[src/pkg/gdm_pkg.sv]
/*
 * Constants and types for the general-purpose pin and digital microphone block.
 * Assumes a single core clock of 100 MHz and an 8-bit register port.
 */
package gdm_pkg;
    // Register port widths.
    localparam int REG_AW = 8;
    localparam int REG_DW = 8;

    // Register offsets on the register port.
    localparam logic [7:0] REG_HEADSET = 8'h0D;
    localparam logic [7:0] REG_MICCFG = 8'h19;
    localparam logic [7:0] REG_SCCTL = 8'h26;
    localparam logic [7:0] REG_SCFLAG = 8'h5F;
    localparam logic [7:0] REG_DMIC = 8'h6B;
    localparam logic [7:0] REG_PIN1 = 8'h70;
    localparam logic [7:0] REG_PIN2 = 8'h71;
    localparam logic [7:0] REG_ROUTE = 8'h72;
    localparam logic [7:0] REG_STATUS = 8'h73;
    localparam logic [7:0] REG_LEVEL = 8'h74;
    localparam logic [7:0] REG_DRVPWR = 8'h75;

    // Values after reset.
    localparam logic [7:0] REG_RST = 8'h00;
    localparam logic [7:0] SCCTL_RST = 8'h04;

    // Field positions.
    localparam int DMIC_LSB = 4;
    localparam int SC_EN_BIT = 2;
    localparam int SC_APD_BIT = 1;
    localparam int PIN_MODE_LSB = 0;
    localparam int PIN_LEVEL_BIT = 2;
    localparam int PIN_TRAIN_BIT = 3;

    // Interrupt source positions in the status register.
    localparam int NUM_IRQ = 4;
    localparam int IRQ_JACK = 0;
    localparam int IRQ_BUTTON = 1;
    localparam int IRQ_SHORT = 2;
    localparam int IRQ_AGC = 3;

    // Oversampling ratio codes and clock toggle limits in 256x sample-rate ticks.
    localparam logic [1:0] OSR_OFF = 2'h0;
    localparam logic [1:0] OSR_128 = 2'h1;
    localparam logic [1:0] OSR_64 = 2'h2;
    localparam logic [1:0] OSR_32 = 2'h3;
    localparam logic [1:0] DIV_128 = 2'h0;
    localparam logic [1:0] DIV_64 = 2'h1;
    localparam logic [1:0] DIV_32 = 2'h3;

    // Microphone latch edge codes.
    localparam logic [1:0] EDGE_BOTH = 2'h0;
    localparam logic [1:0] EDGE_RISE = 2'h1;
    localparam logic [1:0] EDGE_FALL = 2'h2;

    // Interrupt pulse timing.
    localparam int CLK_PERIOD_NS = 10;
    localparam int IRQ_PULSE_NS = 100;
    localparam int IRQ_TRAIN_NS = 2000;
    localparam logic [7:0] IRQ_PULSE_CYC =
        8'((IRQ_PULSE_NS + CLK_PERIOD_NS - 1) / CLK_PERIOD_NS);
    localparam logic [7:0] IRQ_TRAIN_CYC = 8'(IRQ_TRAIN_NS / CLK_PERIOD_NS);

    // Function selected for a general-purpose pin.
    typedef enum logic [1:0] {PIN_IN, PIN_OUT, PIN_CLK, PIN_IRQ} gdm_pin_mode_t;
endpackage

[src/pkg/gdm_dmic_if.sv]
/*
 * Signals between the pin block and its digital microphone port.
 * Assumes both ends run on the same core clock.
 */
`timescale 1ns/1ps
interface gdm_dmic_if;
    logic ce;
    logic os_tick;
    logic [1:0] osr_sel;
    logic [1:0] edge_sel;
    logic data_sync;
    logic clk_out;
    logic left_bit;
    logic left_vld;
    logic right_bit;
    logic right_vld;

    modport ctl (output ce, os_tick, osr_sel, edge_sel, data_sync,
                 input clk_out, left_bit, left_vld, right_bit, right_vld);
    modport port (input ce, os_tick, osr_sel, edge_sel, data_sync,
                  output clk_out, left_bit, left_vld, right_bit, right_vld);
endinterface

[src/verilog/gdm_dmic.sv]
/*
 * Digital microphone port: makes the oversampling clock and latches the bitstream.
 * Assumes the data input is already synchronised to the core clock.
 */
`timescale 1ns/1ps
module gdm_dmic
(
    input wire logic sys_clk,
    input wire logic rst_n,
    gdm_dmic_if.port dm
);
    import gdm_pkg::*;

    logic [1:0] cnt_r, cnt_nxt, lim;
    logic clk_r, clk_nxt;
    logic lb_r, lb_nxt, lv_r, lv_nxt, rb_r, rb_nxt, rv_r, rv_nxt;
    logic on, tgl, rise_ok, fall_ok;

    // Divides the 256x tick down to the programmed oversampling clock.
    always_comb
    begin
        on = (dm.osr_sel != OSR_OFF);
        lim = (dm.osr_sel == OSR_128) ? DIV_128 : (dm.osr_sel == OSR_64) ? DIV_64 : DIV_32;
        tgl = on && dm.os_tick && (cnt_r == lim);
        rise_ok = (dm.edge_sel != EDGE_FALL);
        fall_ok = (dm.edge_sel != EDGE_RISE);
        cnt_nxt = cnt_r;
        clk_nxt = clk_r;
        lb_nxt = lb_r;
        rb_nxt = rb_r;
        lv_nxt = 1'b0;
        rv_nxt = 1'b0;
        if (!on)
        begin
            cnt_nxt = 2'h0;
            clk_nxt = 1'b0;
        end
        else if (dm.os_tick)
        begin
            cnt_nxt = tgl ? 2'h0 : cnt_r + 2'h1;
        end
        if (tgl)
        begin
            clk_nxt = !clk_r;
            // Left on the rising edge, right on the falling edge.
            if (!clk_r && rise_ok)
            begin
                lb_nxt = dm.data_sync;
                lv_nxt = 1'b1;
            end
            if (clk_r && fall_ok)
            begin
                rb_nxt = dm.data_sync;
                rv_nxt = 1'b1;
            end
        end
    end

    // Registers the divider and capture state; all hold while the enable is low.
    always_ff @(posedge sys_clk or negedge rst_n)
    begin
        if (!rst_n)
        begin
            cnt_r <= 2'h0;
            clk_r <= 1'b0;
            lb_r <= 1'b0;
            lv_r <= 1'b0;
            rb_r <= 1'b0;
            rv_r <= 1'b0;
        end
        else if (dm.ce)
        begin
            cnt_r <= cnt_nxt;
            clk_r <= clk_nxt;
            lb_r <= lb_nxt;
            lv_r <= lv_nxt;
            rb_r <= rb_nxt;
            rv_r <= rv_nxt;
        end
    end

    assign dm.clk_out = clk_r;
    assign dm.left_bit = lb_r;
    assign dm.left_vld = lv_r && dm.ce;
    assign dm.right_bit = rb_r;
    assign dm.right_vld = rv_r && dm.ce;
endmodule

[src/verilog/gdm_top.sv]
/*
 * General-purpose pins, interrupt routing, short-circuit flag and digital microphone.
 * Assumes event inputs and short sensing are already on the core clock; pin inputs are not.
 */
// Overview of operation
// - Input pin level readable by register read.
// - Output pin drives programmed high or low.
// - Pin may output internal clock or interrupt.
// - Jack, button, short and AGC noise events.
// - Each event routable alone or ORed together.
// - Status register shows which event fired.
// - Single pulse, or train until status read.
// - Microphone bits feed the decimation filter.
// - Oversampling clock 128, 64 or 32 times.
// - First pin clock out, second pin data.
// - Left on rising, right on falling edge.
// - Latch on rising, falling or both edges.
// - Microphone mode blocks analog ADC conversion.
// - Setup in bits 5-4 of 107 and 25.
// - Readable short-circuit protection flag in 95.
// - Auto power-down holds until power cycled.
// - Detected headset type readable in 13.
`timescale 1ns/1ps
module gdm_top
#(
    parameter int NUM_DRV = 4
)
(
    input wire logic sys_clk,
    input wire logic rst_n,
    input wire logic ce,
    input wire logic [gdm_pkg::REG_AW-1:0] reg_addr,
    input wire logic [gdm_pkg::REG_DW-1:0] reg_wdata,
    input wire logic reg_wr,
    input wire logic reg_rd,
    output logic [gdm_pkg::REG_DW-1:0] reg_rdata,
    input wire logic first_general_pin_i,
    output logic first_general_pin_o,
    output logic first_general_pin_oe,
    input wire logic second_general_pin_i,
    output logic second_general_pin_o,
    output logic second_general_pin_oe,
    input wire logic int_clk_level,
    input wire logic adc_sample_rate_x256_tick,
    input wire logic jack_done,
    input wire logic [1:0] headset_type,
    input wire logic button_evt,
    input wire logic agc_noise_evt,
    input wire logic [NUM_DRV-1:0] short_sense,
    output logic [NUM_DRV-1:0] drv_power_on,
    output logic adc_analog_off,
    output logic dmic_left_bit,
    output logic dmic_left_vld,
    output logic dmic_right_bit,
    output logic dmic_right_vld
);
    import gdm_pkg::*;

    gdm_dmic_if dm ();

    logic [1:0] pin_meta_r, pin_meta_nxt, pin_sync_r, pin_sync_nxt;
    logic [7:0] mic_r, mic_nxt, scctl_r, scctl_nxt, dmic_r, dmic_nxt;
    logic [7:0] route_r, route_nxt, drvpwr_r, drvpwr_nxt, rd_r, rd_nxt;
    logic [7:0] pin_cfg_r [0:1];
    logic [7:0] pin_cfg_nxt [0:1];
    logic [1:0] headset_r, headset_nxt;
    logic [NUM_IRQ-1:0] status_r, status_nxt, evt_vec;
    logic [NUM_DRV-1:0] sc_lat_r, sc_lat_nxt, sc_prev_r, sc_prev_nxt, sc_flag;
    logic wr_hit, rd_hit, dmic_on, sc_evt;
    logic [1:0] irq, pin_o_r, pin_o_nxt, pin_oe_r, pin_oe_nxt;

    // Two-stage synchronisers for both pins; only the second stage is read.
    always_comb
    begin
        pin_meta_nxt = ce ? {second_general_pin_i, first_general_pin_i} : pin_meta_r;
        pin_sync_nxt = ce ? pin_meta_r : pin_sync_r;
    end

    always_ff @(posedge sys_clk or negedge rst_n)
    begin
        if (!rst_n)
        begin
            pin_meta_r <= 2'h0;
            pin_sync_r <= 2'h0;
        end
        else
        begin
            pin_meta_r <= pin_meta_nxt;
            pin_sync_r <= pin_sync_nxt;
        end
    end

    // Short-circuit flags and automatic driver power-down.
    always_comb
    begin
        sc_lat_nxt = sc_lat_r;
        for (int i = 0; i < NUM_DRV; i++)
        begin
            if (!drvpwr_r[i])
                sc_lat_nxt[i] = 1'b0;
            else if (scctl_r[SC_EN_BIT] && scctl_r[SC_APD_BIT] && short_sense[i])
                sc_lat_nxt[i] = 1'b1;
        end
        sc_flag = sc_lat_r | (short_sense & drvpwr_r[NUM_DRV-1:0] & {NUM_DRV{scctl_r[SC_EN_BIT]}});
        sc_prev_nxt = sc_flag;
        sc_evt = |(sc_flag & ~sc_prev_r);
        if (!ce)
        begin
            sc_lat_nxt = sc_lat_r;
            sc_prev_nxt = sc_prev_r;
        end
    end

    always_ff @(posedge sys_clk or negedge rst_n)
    begin
        if (!rst_n)
        begin
            sc_lat_r <= '0;
            sc_prev_r <= '0;
        end
        else
        begin
            sc_lat_r <= sc_lat_nxt;
            sc_prev_r <= sc_prev_nxt;
        end
    end

    assign drv_power_on = drvpwr_r[NUM_DRV-1:0] & ~sc_lat_r;

    // Register file, sticky interrupt status and read data.
    always_comb
    begin
        wr_hit = ce && reg_wr;
        rd_hit = ce && reg_rd;
        evt_vec = '0;
        evt_vec[IRQ_JACK] = jack_done;
        evt_vec[IRQ_BUTTON] = button_evt;
        evt_vec[IRQ_SHORT] = sc_evt;
        evt_vec[IRQ_AGC] = agc_noise_evt;
        mic_nxt = (wr_hit && reg_addr == REG_MICCFG) ? reg_wdata : mic_r;
        scctl_nxt = (wr_hit && reg_addr == REG_SCCTL) ? reg_wdata : scctl_r;
        dmic_nxt = (wr_hit && reg_addr == REG_DMIC) ? reg_wdata : dmic_r;
        pin_cfg_nxt[0] = (wr_hit && reg_addr == REG_PIN1) ? reg_wdata : pin_cfg_r[0];
        pin_cfg_nxt[1] = (wr_hit && reg_addr == REG_PIN2) ? reg_wdata : pin_cfg_r[1];
        route_nxt = (wr_hit && reg_addr == REG_ROUTE) ? reg_wdata : route_r;
        drvpwr_nxt = (wr_hit && reg_addr == REG_DRVPWR) ? reg_wdata : drvpwr_r;
        headset_nxt = (ce && jack_done) ? headset_type : headset_r;
        // Reading the status clears it; an event in the same cycle still sets.
        status_nxt = status_r;
        if (rd_hit && reg_addr == REG_STATUS)
            status_nxt = '0;
        if (ce)
            status_nxt = status_nxt | evt_vec;
        rd_nxt = 8'h00;
        if (rd_hit)
        begin
            case (reg_addr)
                REG_HEADSET: rd_nxt = {6'h00, headset_r};
                REG_MICCFG: rd_nxt = mic_r;
                REG_SCCTL: rd_nxt = scctl_r;
                REG_SCFLAG: rd_nxt[NUM_DRV-1:0] = sc_flag;
                REG_DMIC: rd_nxt = dmic_r;
                REG_PIN1: rd_nxt = pin_cfg_r[0];
                REG_PIN2: rd_nxt = pin_cfg_r[1];
                REG_ROUTE: rd_nxt = route_r;
                REG_STATUS: rd_nxt = {4'h0, status_r};
                REG_LEVEL: rd_nxt = {6'h00, pin_sync_r};
                REG_DRVPWR: rd_nxt = drvpwr_r;
                default: rd_nxt = 8'h00;
            endcase
        end
        else if (!ce)
        begin
            rd_nxt = rd_r;
        end
    end

    always_ff @(posedge sys_clk or negedge rst_n)
    begin
        if (!rst_n)
        begin
            mic_r <= REG_RST;
            scctl_r <= SCCTL_RST;
            dmic_r <= REG_RST;
            pin_cfg_r[0] <= REG_RST;
            pin_cfg_r[1] <= REG_RST;
            route_r <= REG_RST;
            drvpwr_r <= REG_RST;
            headset_r <= 2'h0;
            status_r <= '0;
            rd_r <= REG_RST;
        end
        else
        begin
            mic_r <= mic_nxt;
            scctl_r <= scctl_nxt;
            dmic_r <= dmic_nxt;
            pin_cfg_r[0] <= pin_cfg_nxt[0];
            pin_cfg_r[1] <= pin_cfg_nxt[1];
            route_r <= route_nxt;
            drvpwr_r <= drvpwr_nxt;
            headset_r <= headset_nxt;
            status_r <= status_nxt;
            rd_r <= rd_nxt;
        end
    end

    assign reg_rdata = rd_r;

    // Digital microphone port; analog conversion is blocked while it runs.
    assign dmic_on = (dmic_r[DMIC_LSB +: 2] != OSR_OFF);
    assign adc_analog_off = dmic_on;
    assign dm.ce = ce;
    assign dm.os_tick = adc_sample_rate_x256_tick;
    assign dm.osr_sel = dmic_r[DMIC_LSB +: 2];
    assign dm.edge_sel = mic_r[DMIC_LSB +: 2];
    assign dm.data_sync = pin_sync_r[1];
    assign dmic_left_bit = dm.left_bit;
    assign dmic_left_vld = dm.left_vld;
    assign dmic_right_bit = dm.right_bit;
    assign dmic_right_vld = dm.right_vld;

    gdm_dmic u_dmic
    (
        .sys_clk(sys_clk),
        .rst_n(rst_n),
        .dm(dm.port)
    );

    // Per-pin interrupt pulse generator and pin driver.
    for (genvar p = 0; p < 2; p++)
    begin : g_pin
        logic [7:0] hi_r, hi_nxt, per_r, per_nxt;
        logic [3:0] mask;
        logic pend, new_evt, train;
        gdm_pin_mode_t mode;

        always_comb
        begin
            mask = route_r[4*p +: 4];
            pend = |(status_r & mask);
            new_evt = |(evt_vec & mask);
            train = pin_cfg_r[p][PIN_TRAIN_BIT];
            mode = gdm_pin_mode_t'(pin_cfg_r[p][PIN_MODE_LSB +: 2]);
            hi_nxt = (hi_r != 8'h00) ? hi_r - 8'h01 : 8'h00;
            per_nxt = (per_r != 8'h00) ? per_r - 8'h01 : 8'h00;
            if (new_evt)
            begin
                hi_nxt = IRQ_PULSE_CYC;
                per_nxt = IRQ_TRAIN_CYC;
            end
            else if (train && pend && per_r == 8'h00)
            begin
                hi_nxt = IRQ_PULSE_CYC;
                per_nxt = IRQ_TRAIN_CYC;
            end
            if (!ce)
            begin
                hi_nxt = hi_r;
                per_nxt = per_r;
            end
            pin_o_nxt[p] = 1'b0;
            pin_oe_nxt[p] = 1'b0;
            if (dmic_on)
            begin
                pin_oe_nxt[p] = (p == 0);
                pin_o_nxt[p] = (p == 0) && dm.clk_out;
            end
            else
            begin
                case (mode)
                    PIN_IN: pin_oe_nxt[p] = 1'b0;
                    PIN_OUT:
                    begin
                        pin_oe_nxt[p] = 1'b1;
                        pin_o_nxt[p] = pin_cfg_r[p][PIN_LEVEL_BIT];
                    end
                    PIN_CLK:
                    begin
                        pin_oe_nxt[p] = 1'b1;
                        pin_o_nxt[p] = int_clk_level;
                    end
                    PIN_IRQ:
                    begin
                        pin_oe_nxt[p] = 1'b1;
                        pin_o_nxt[p] = (hi_r != 8'h00);
                    end
                    default: pin_oe_nxt[p] = 1'b0;
                endcase
            end
            if (!ce)
            begin
                pin_o_nxt[p] = pin_o_r[p];
                pin_oe_nxt[p] = pin_oe_r[p];
            end
        end

        always_ff @(posedge sys_clk or negedge rst_n)
        begin
            if (!rst_n)
            begin
                hi_r <= 8'h00;
                per_r <= 8'h00;
                pin_o_r[p] <= 1'b0;
                pin_oe_r[p] <= 1'b0;
            end
            else
            begin
                hi_r <= hi_nxt;
                per_r <= per_nxt;
                pin_o_r[p] <= pin_o_nxt[p];
                pin_oe_r[p] <= pin_oe_nxt[p];
            end
        end

        assign irq[p] = (hi_r != 8'h00);
    end

    assign first_general_pin_o = pin_o_r[0];
    assign first_general_pin_oe = pin_oe_r[0];
    assign second_general_pin_o = pin_o_r[1];
    assign second_general_pin_oe = pin_oe_r[1];
endmodule

[config.mk]
export PLATFORM = sky130hd
export DESIGN_NAME = gdm_top
export DESIGN_NICKNAME = d
export VERILOG_FILES = /design/src/pkg/gdm_pkg.sv /design/src/pkg/gdm_dmic_if.sv /design/src/verilog/gdm_dmic.sv /design/src/verilog/gdm_top.sv
export SDC_FILE = /design/constraint.sdc
export NUM_CORES = 1
export LEC_CHECK = 0
export BUFFER_PORTS_ARGS = -buffer_cell sky130_fd_sc_hd__buf_4
export CORE_ASPECT_RATIO = 1.25
export CORE_MARGIN = 3
export CORE_UTILIZATION = 25
export DETAILED_ROUTE_END_ITERATION = 16
export HOLD_SLACK_MARGIN = 0.15
export PLACE_DENSITY = 0.41
export REMOVE_ABC_BUFFERS = 1
export SETUP_SLACK_MARGIN = 0.1
export SYNTH_ARGS = -nofsm -noshare
export SYNTH_HDL_FRONTEND = slang
export SYNTH_SLANG_ARGS = --single-unit
[constraint.sdc]
create_clock -name sys_clk -period 2.5 [get_ports sys_clk]
set_input_delay 0.125 -clock sys_clk [delete_from_list [all_inputs] [get_ports sys_clk]]
set_output_delay 0.125 -clock sys_clk [all_outputs]
set_load 0.03 [all_outputs]
==> reports/qor.txt <==
======================================================================================
Result of the run .......................................................    completed
Pwr per Cell Area .......................................................   765 mW/mm2
Number of enable flip-flop cells after synthesis ........................            0
CP required .............................................................      2820 ps
Worst hold-check slack ..................................................       195 ps
Clock tree root buffer cell ............................................. sky130_fd_sc_hd__clkbuf_16
Total congestion overflow after global routing ..........................            0
Net load switching power ................................................      1.79 mW
Final Cell Area .........................................................  0.00847 mm2
Detailed Place HPWL .....................................................    15,100 um
Post-Synthesis Cells ....................................................          636
Highest clock rate ......................................................    0.464 GHz
CTS tree ................................................................         done
Count of maximum capacitance violations .................................            0
Weighted congestion reported at the end of routability-driven placement .        0.890
LEAKAGE .................................................................      3.81 nW
Via count of the first global-routing pass ..............................        5,580
Final-layout fill cell count ............................................        2,697
First-pass GRT wire length ..............................................    32,800 um
Max Transition Viols Final ..............................................            0
Logic pwr share .........................................................        16.7%
Layout-stage area growth over the synthesis result ......................        27.6%
Hold violation total from the final report ..............................            0
Largest driver fanout on the critical path ..............................            6
Unrepaired setup endpoints after global routing .........................        false
Core ar. ................................................................   0.0261 mm2
P_int ...................................................................      4.69 mW
Instance area after placement ...........................................  0.00756 mm2
Final period util .......................................................        86.2%
Buffers on Ports ........................................................           54
Setup Slack @ Placement .................................................       309 ps
Clock slew at the register clock pins of the worst setup and hold paths .        60 ps
Post-synthesis sequential area ratio ....................................        47.1%
Power, Total ............................................................      6.48 mW
Most common flop cell mapped by yosys ................................... sky130_fd_sc_hd__dfrtp_1
Routed Antenna Nets .....................................................            0
Clock network latency to the later pin of the worst-skew pair ...........       430 ps
Sequential share of power ...............................................        39.3%
Number of rows created at floorplan .....................................           66
Cts repair resizes ......................................................            0
Fraction of layout cells with a size suffix above 1 .....................        17.4%
Average footprint of a synthesized cell .................................     10.4 um2
Sw Ratio ................................................................        27.7%
Total Neg Setup Slack ...................................................         0 ps
Vias per inst ...........................................................         5.16
Yosys cell types ........................................................           71
Kind of start point of the critical path ................................    flip-flop
Starting density of the core ............................................        25.4%
Die Wd ..................................................................       152 um
Mapped Area .............................................................  0.00664 mm2
Aggregate global-route resource usage ...................................        14.9%
Max Buffers Root-to-Sink ................................................            2
DRC violation count after routing .......................................            0
Fin Clk Skew ............................................................      9.92 ps
Time the final worst path needs with I/O delays and setup ...............      2150 ps
Kind of critical path ...................................................   reg -> reg
Io pins .................................................................           55
Syn. warnings ...........................................................            0
Vert. Die Dim ...........................................................       188 um
Total clock sinks .......................................................          125
Mean routed wirelength per cell .........................................      19.1 um
Vias ....................................................................        5,585
Die Outline Area ........................................................   0.0286 mm2
Worst supply voltage drop on vdd ........................................     0.437 mV
Fraction of synthesis flops using an asynchronous set or reset pin ......         100%
Number of buffers inserted to repair setup after CTS ....................            0
DRT Wirelength ..........................................................    20,700 um
Setup slack of the critical path after layout ...........................       346 ps
Flop and latch count out of synthesis ...................................          125
Drt first-iter violations ...............................................          445
Maximum number of pins on one net before global-route repair ............           53
Antenna diode count .....................................................            0
Finish-stage setup viols ................................................            0
Crit path capture type ..................................................    flip-flop
Worst path arrival time .................................................      2470 ps
Class of the tightest hold or removal check .............................    in -> reg
Power share of the clock group ..........................................        44.0%
CTS HTree Levels ........................................................            4
Max-slew headroom at the worst pin ......................................        50.8%
Iteration count of the initial detailed-routing pass ....................            5
Total Nets Final ........................................................          773
Number of antenna violations at the first check in global routing .......            0
Clock buffers created by TritonCTS ......................................           17
Measured slew at the worst slew-check pin ...............................       738 ps
======================================================================================
==> through the flow <==
step,util (%),instances
2_1_floorplan,-,606
3_3_place_gp,29.0,1026
3_5_place_dp,29.0,1026
4_1_cts,32.5,1082
5_1_grt,32.5,1082
6_report,32.5,1082
==> state kept, by name (all words and copies together) (netlist names), 8 cells and up <==
| name | cells |
|---|---|
| g_pin.hi_r | 16 |
| g_pin.per_r | 16 |
| pin_cfg_r | 10 |
| dmic_r | 8 |
| drvpwr_r | 8 |
| mic_r | 8 |
| reg_rdata | 8 |
| route_r | 8 |
| scctl_r | 8 |
==> layout by cell type, fill, tap and decap left out, drive strengths merged, types with 13 or more instances in the layout <==
cell | Yosys | routed
dfrtp | 124 | 124
o2bb2ai | 14 | 14
nor3 | 14 | 14
dlygate4sd3 | 0 | 24
a22o | 13 | 13
nand4 | 21 | 21
nor2 | 40 | 40
nand2 | 45 | 45
mux2i | 13 | 13
o21ai | 13 | 13
mux2 | 65 | 65
a21oi | 27 | 27
clkbuf | 18 | 22
nand3 | 27 | 27
inv | 38 | 38
buf | 12 | 80
==> critical path, stage by stage, from the launching register on <==
cell	delay (ps)
sky130_fd_sc_hd__dfrtp_1	370
sky130_fd_sc_hd__inv_1	140
sky130_fd_sc_hd__ha_1	180
sky130_fd_sc_hd__nor4b_1	520
sky130_fd_sc_hd__o2111a_1	310
sky130_fd_sc_hd__nor3_1	110
sky130_fd_sc_hd__and3_1	240
sky130_fd_sc_hd__a22o_1	180
==> cell type report <==
cell class | count | area (um2) | share of cell area (%)
clock buffers | 22 | 464 | 5.48
multi-input cells | 443 | 3240 | 38.2
well taps | 340 | 425 | 5.02
clock inverters | 10 | 210 | 2.48
repair buffers | 104 | 866 | 10.2
flip-flops and latches | 125 | 3130 | 36.9
inverters | 38 | 143 | 1.68
==> Yosys cell counts, types with 10 or more instances <==
cell type,number,area [um2]
sky130_fd_sc_hd__a21oi_1,27,135
sky130_fd_sc_hd__ha_1,10,125
sky130_fd_sc_hd__dfrtp_1,124,3100
sky130_fd_sc_hd__nand2_1,43,161
sky130_fd_sc_hd__clkbuf_1,18,67.6
sky130_fd_sc_hd__o2bb2ai_1,14,123
sky130_fd_sc_hd__nand4_1,21,131
sky130_fd_sc_hd__inv_1,35,131
sky130_fd_sc_hd__a22o_1,13,114
sky130_fd_sc_hd__nand3_1,27,135
sky130_fd_sc_hd__mux2_1,58,653
sky130_fd_sc_hd__nor2_1,40,150
sky130_fd_sc_hd__mux2i_1,13,130
sky130_fd_sc_hd__nor3_1,13,65.1
==> path summary, 6_finish.rpt <==
kind | startpoint | end | slack, ps | cells after the start
min | reg_addr[1] | reg_rdata[1]$_DFFE_PN0P_ | 190 | 3
min in group asynchronous | rst_n | g_pin[0].per_r[1]$_DFFE_PN0P_ | 340 | 2
max reg2reg | g_pin[0].per_r[0]$_DFFE_PN0P_ | g_pin[0].hi_r[6]$_DFFE_PN0P_ | 350 | 7
min reg2reg | u_dmic.rv_r$_DFFE_PN0P_ | u_dmic.rv_r$_DFFE_PN0P_ | 480 | 1
max in group asynchronous | rst_n | scctl_r[2]$_DFFE_PN1P_ | 1420 | 3
max | g_pin[0].per_r[0]$_DFFE_PN0P_ | g_pin[0].hi_r[6]$_DFFE_PN0P_ | 350 | 7
==> kinds of logic after synthesis <==
logic type / Yosys count / share of synthesized area, %
simple gates: 210 / 17.5
compound gates: 138 / 15.3
flops: 125 / 47.1
mux: 79 / 13.3
buf+inv: 68 / 4.11
fa+ha+maj: 10 / 1.88
xor+xnor: 6 / 0.792
==> power by group through the flow <==
stage                     sequential (mW)  combinational [mW]  clock [mW]
after floorplan                      2.51               0.706           0
after global placement               2.57                1.04           0
after detailed placement             2.57                1.07           0
after CTS                            2.54                1.10        2.92
after global routing                 2.59                1.23        3.01
final                                2.55                1.08        2.85
==> routing by layer <==
metal	GRT usage (%)	share of wire, %
met1	19.8	44
met2	24.1	49
met3	2.86	3.9
met4	5.67	2.6
met5	0	0
==> what timing repair did <==
item | 4_1_cts | 5_1_grt
endpoints found under the hold margin | 131 | 0
endpoints found under the setup margin | 0 | 0
hold buffers | 24 | 0
Power figures use the tool's default switching activity.
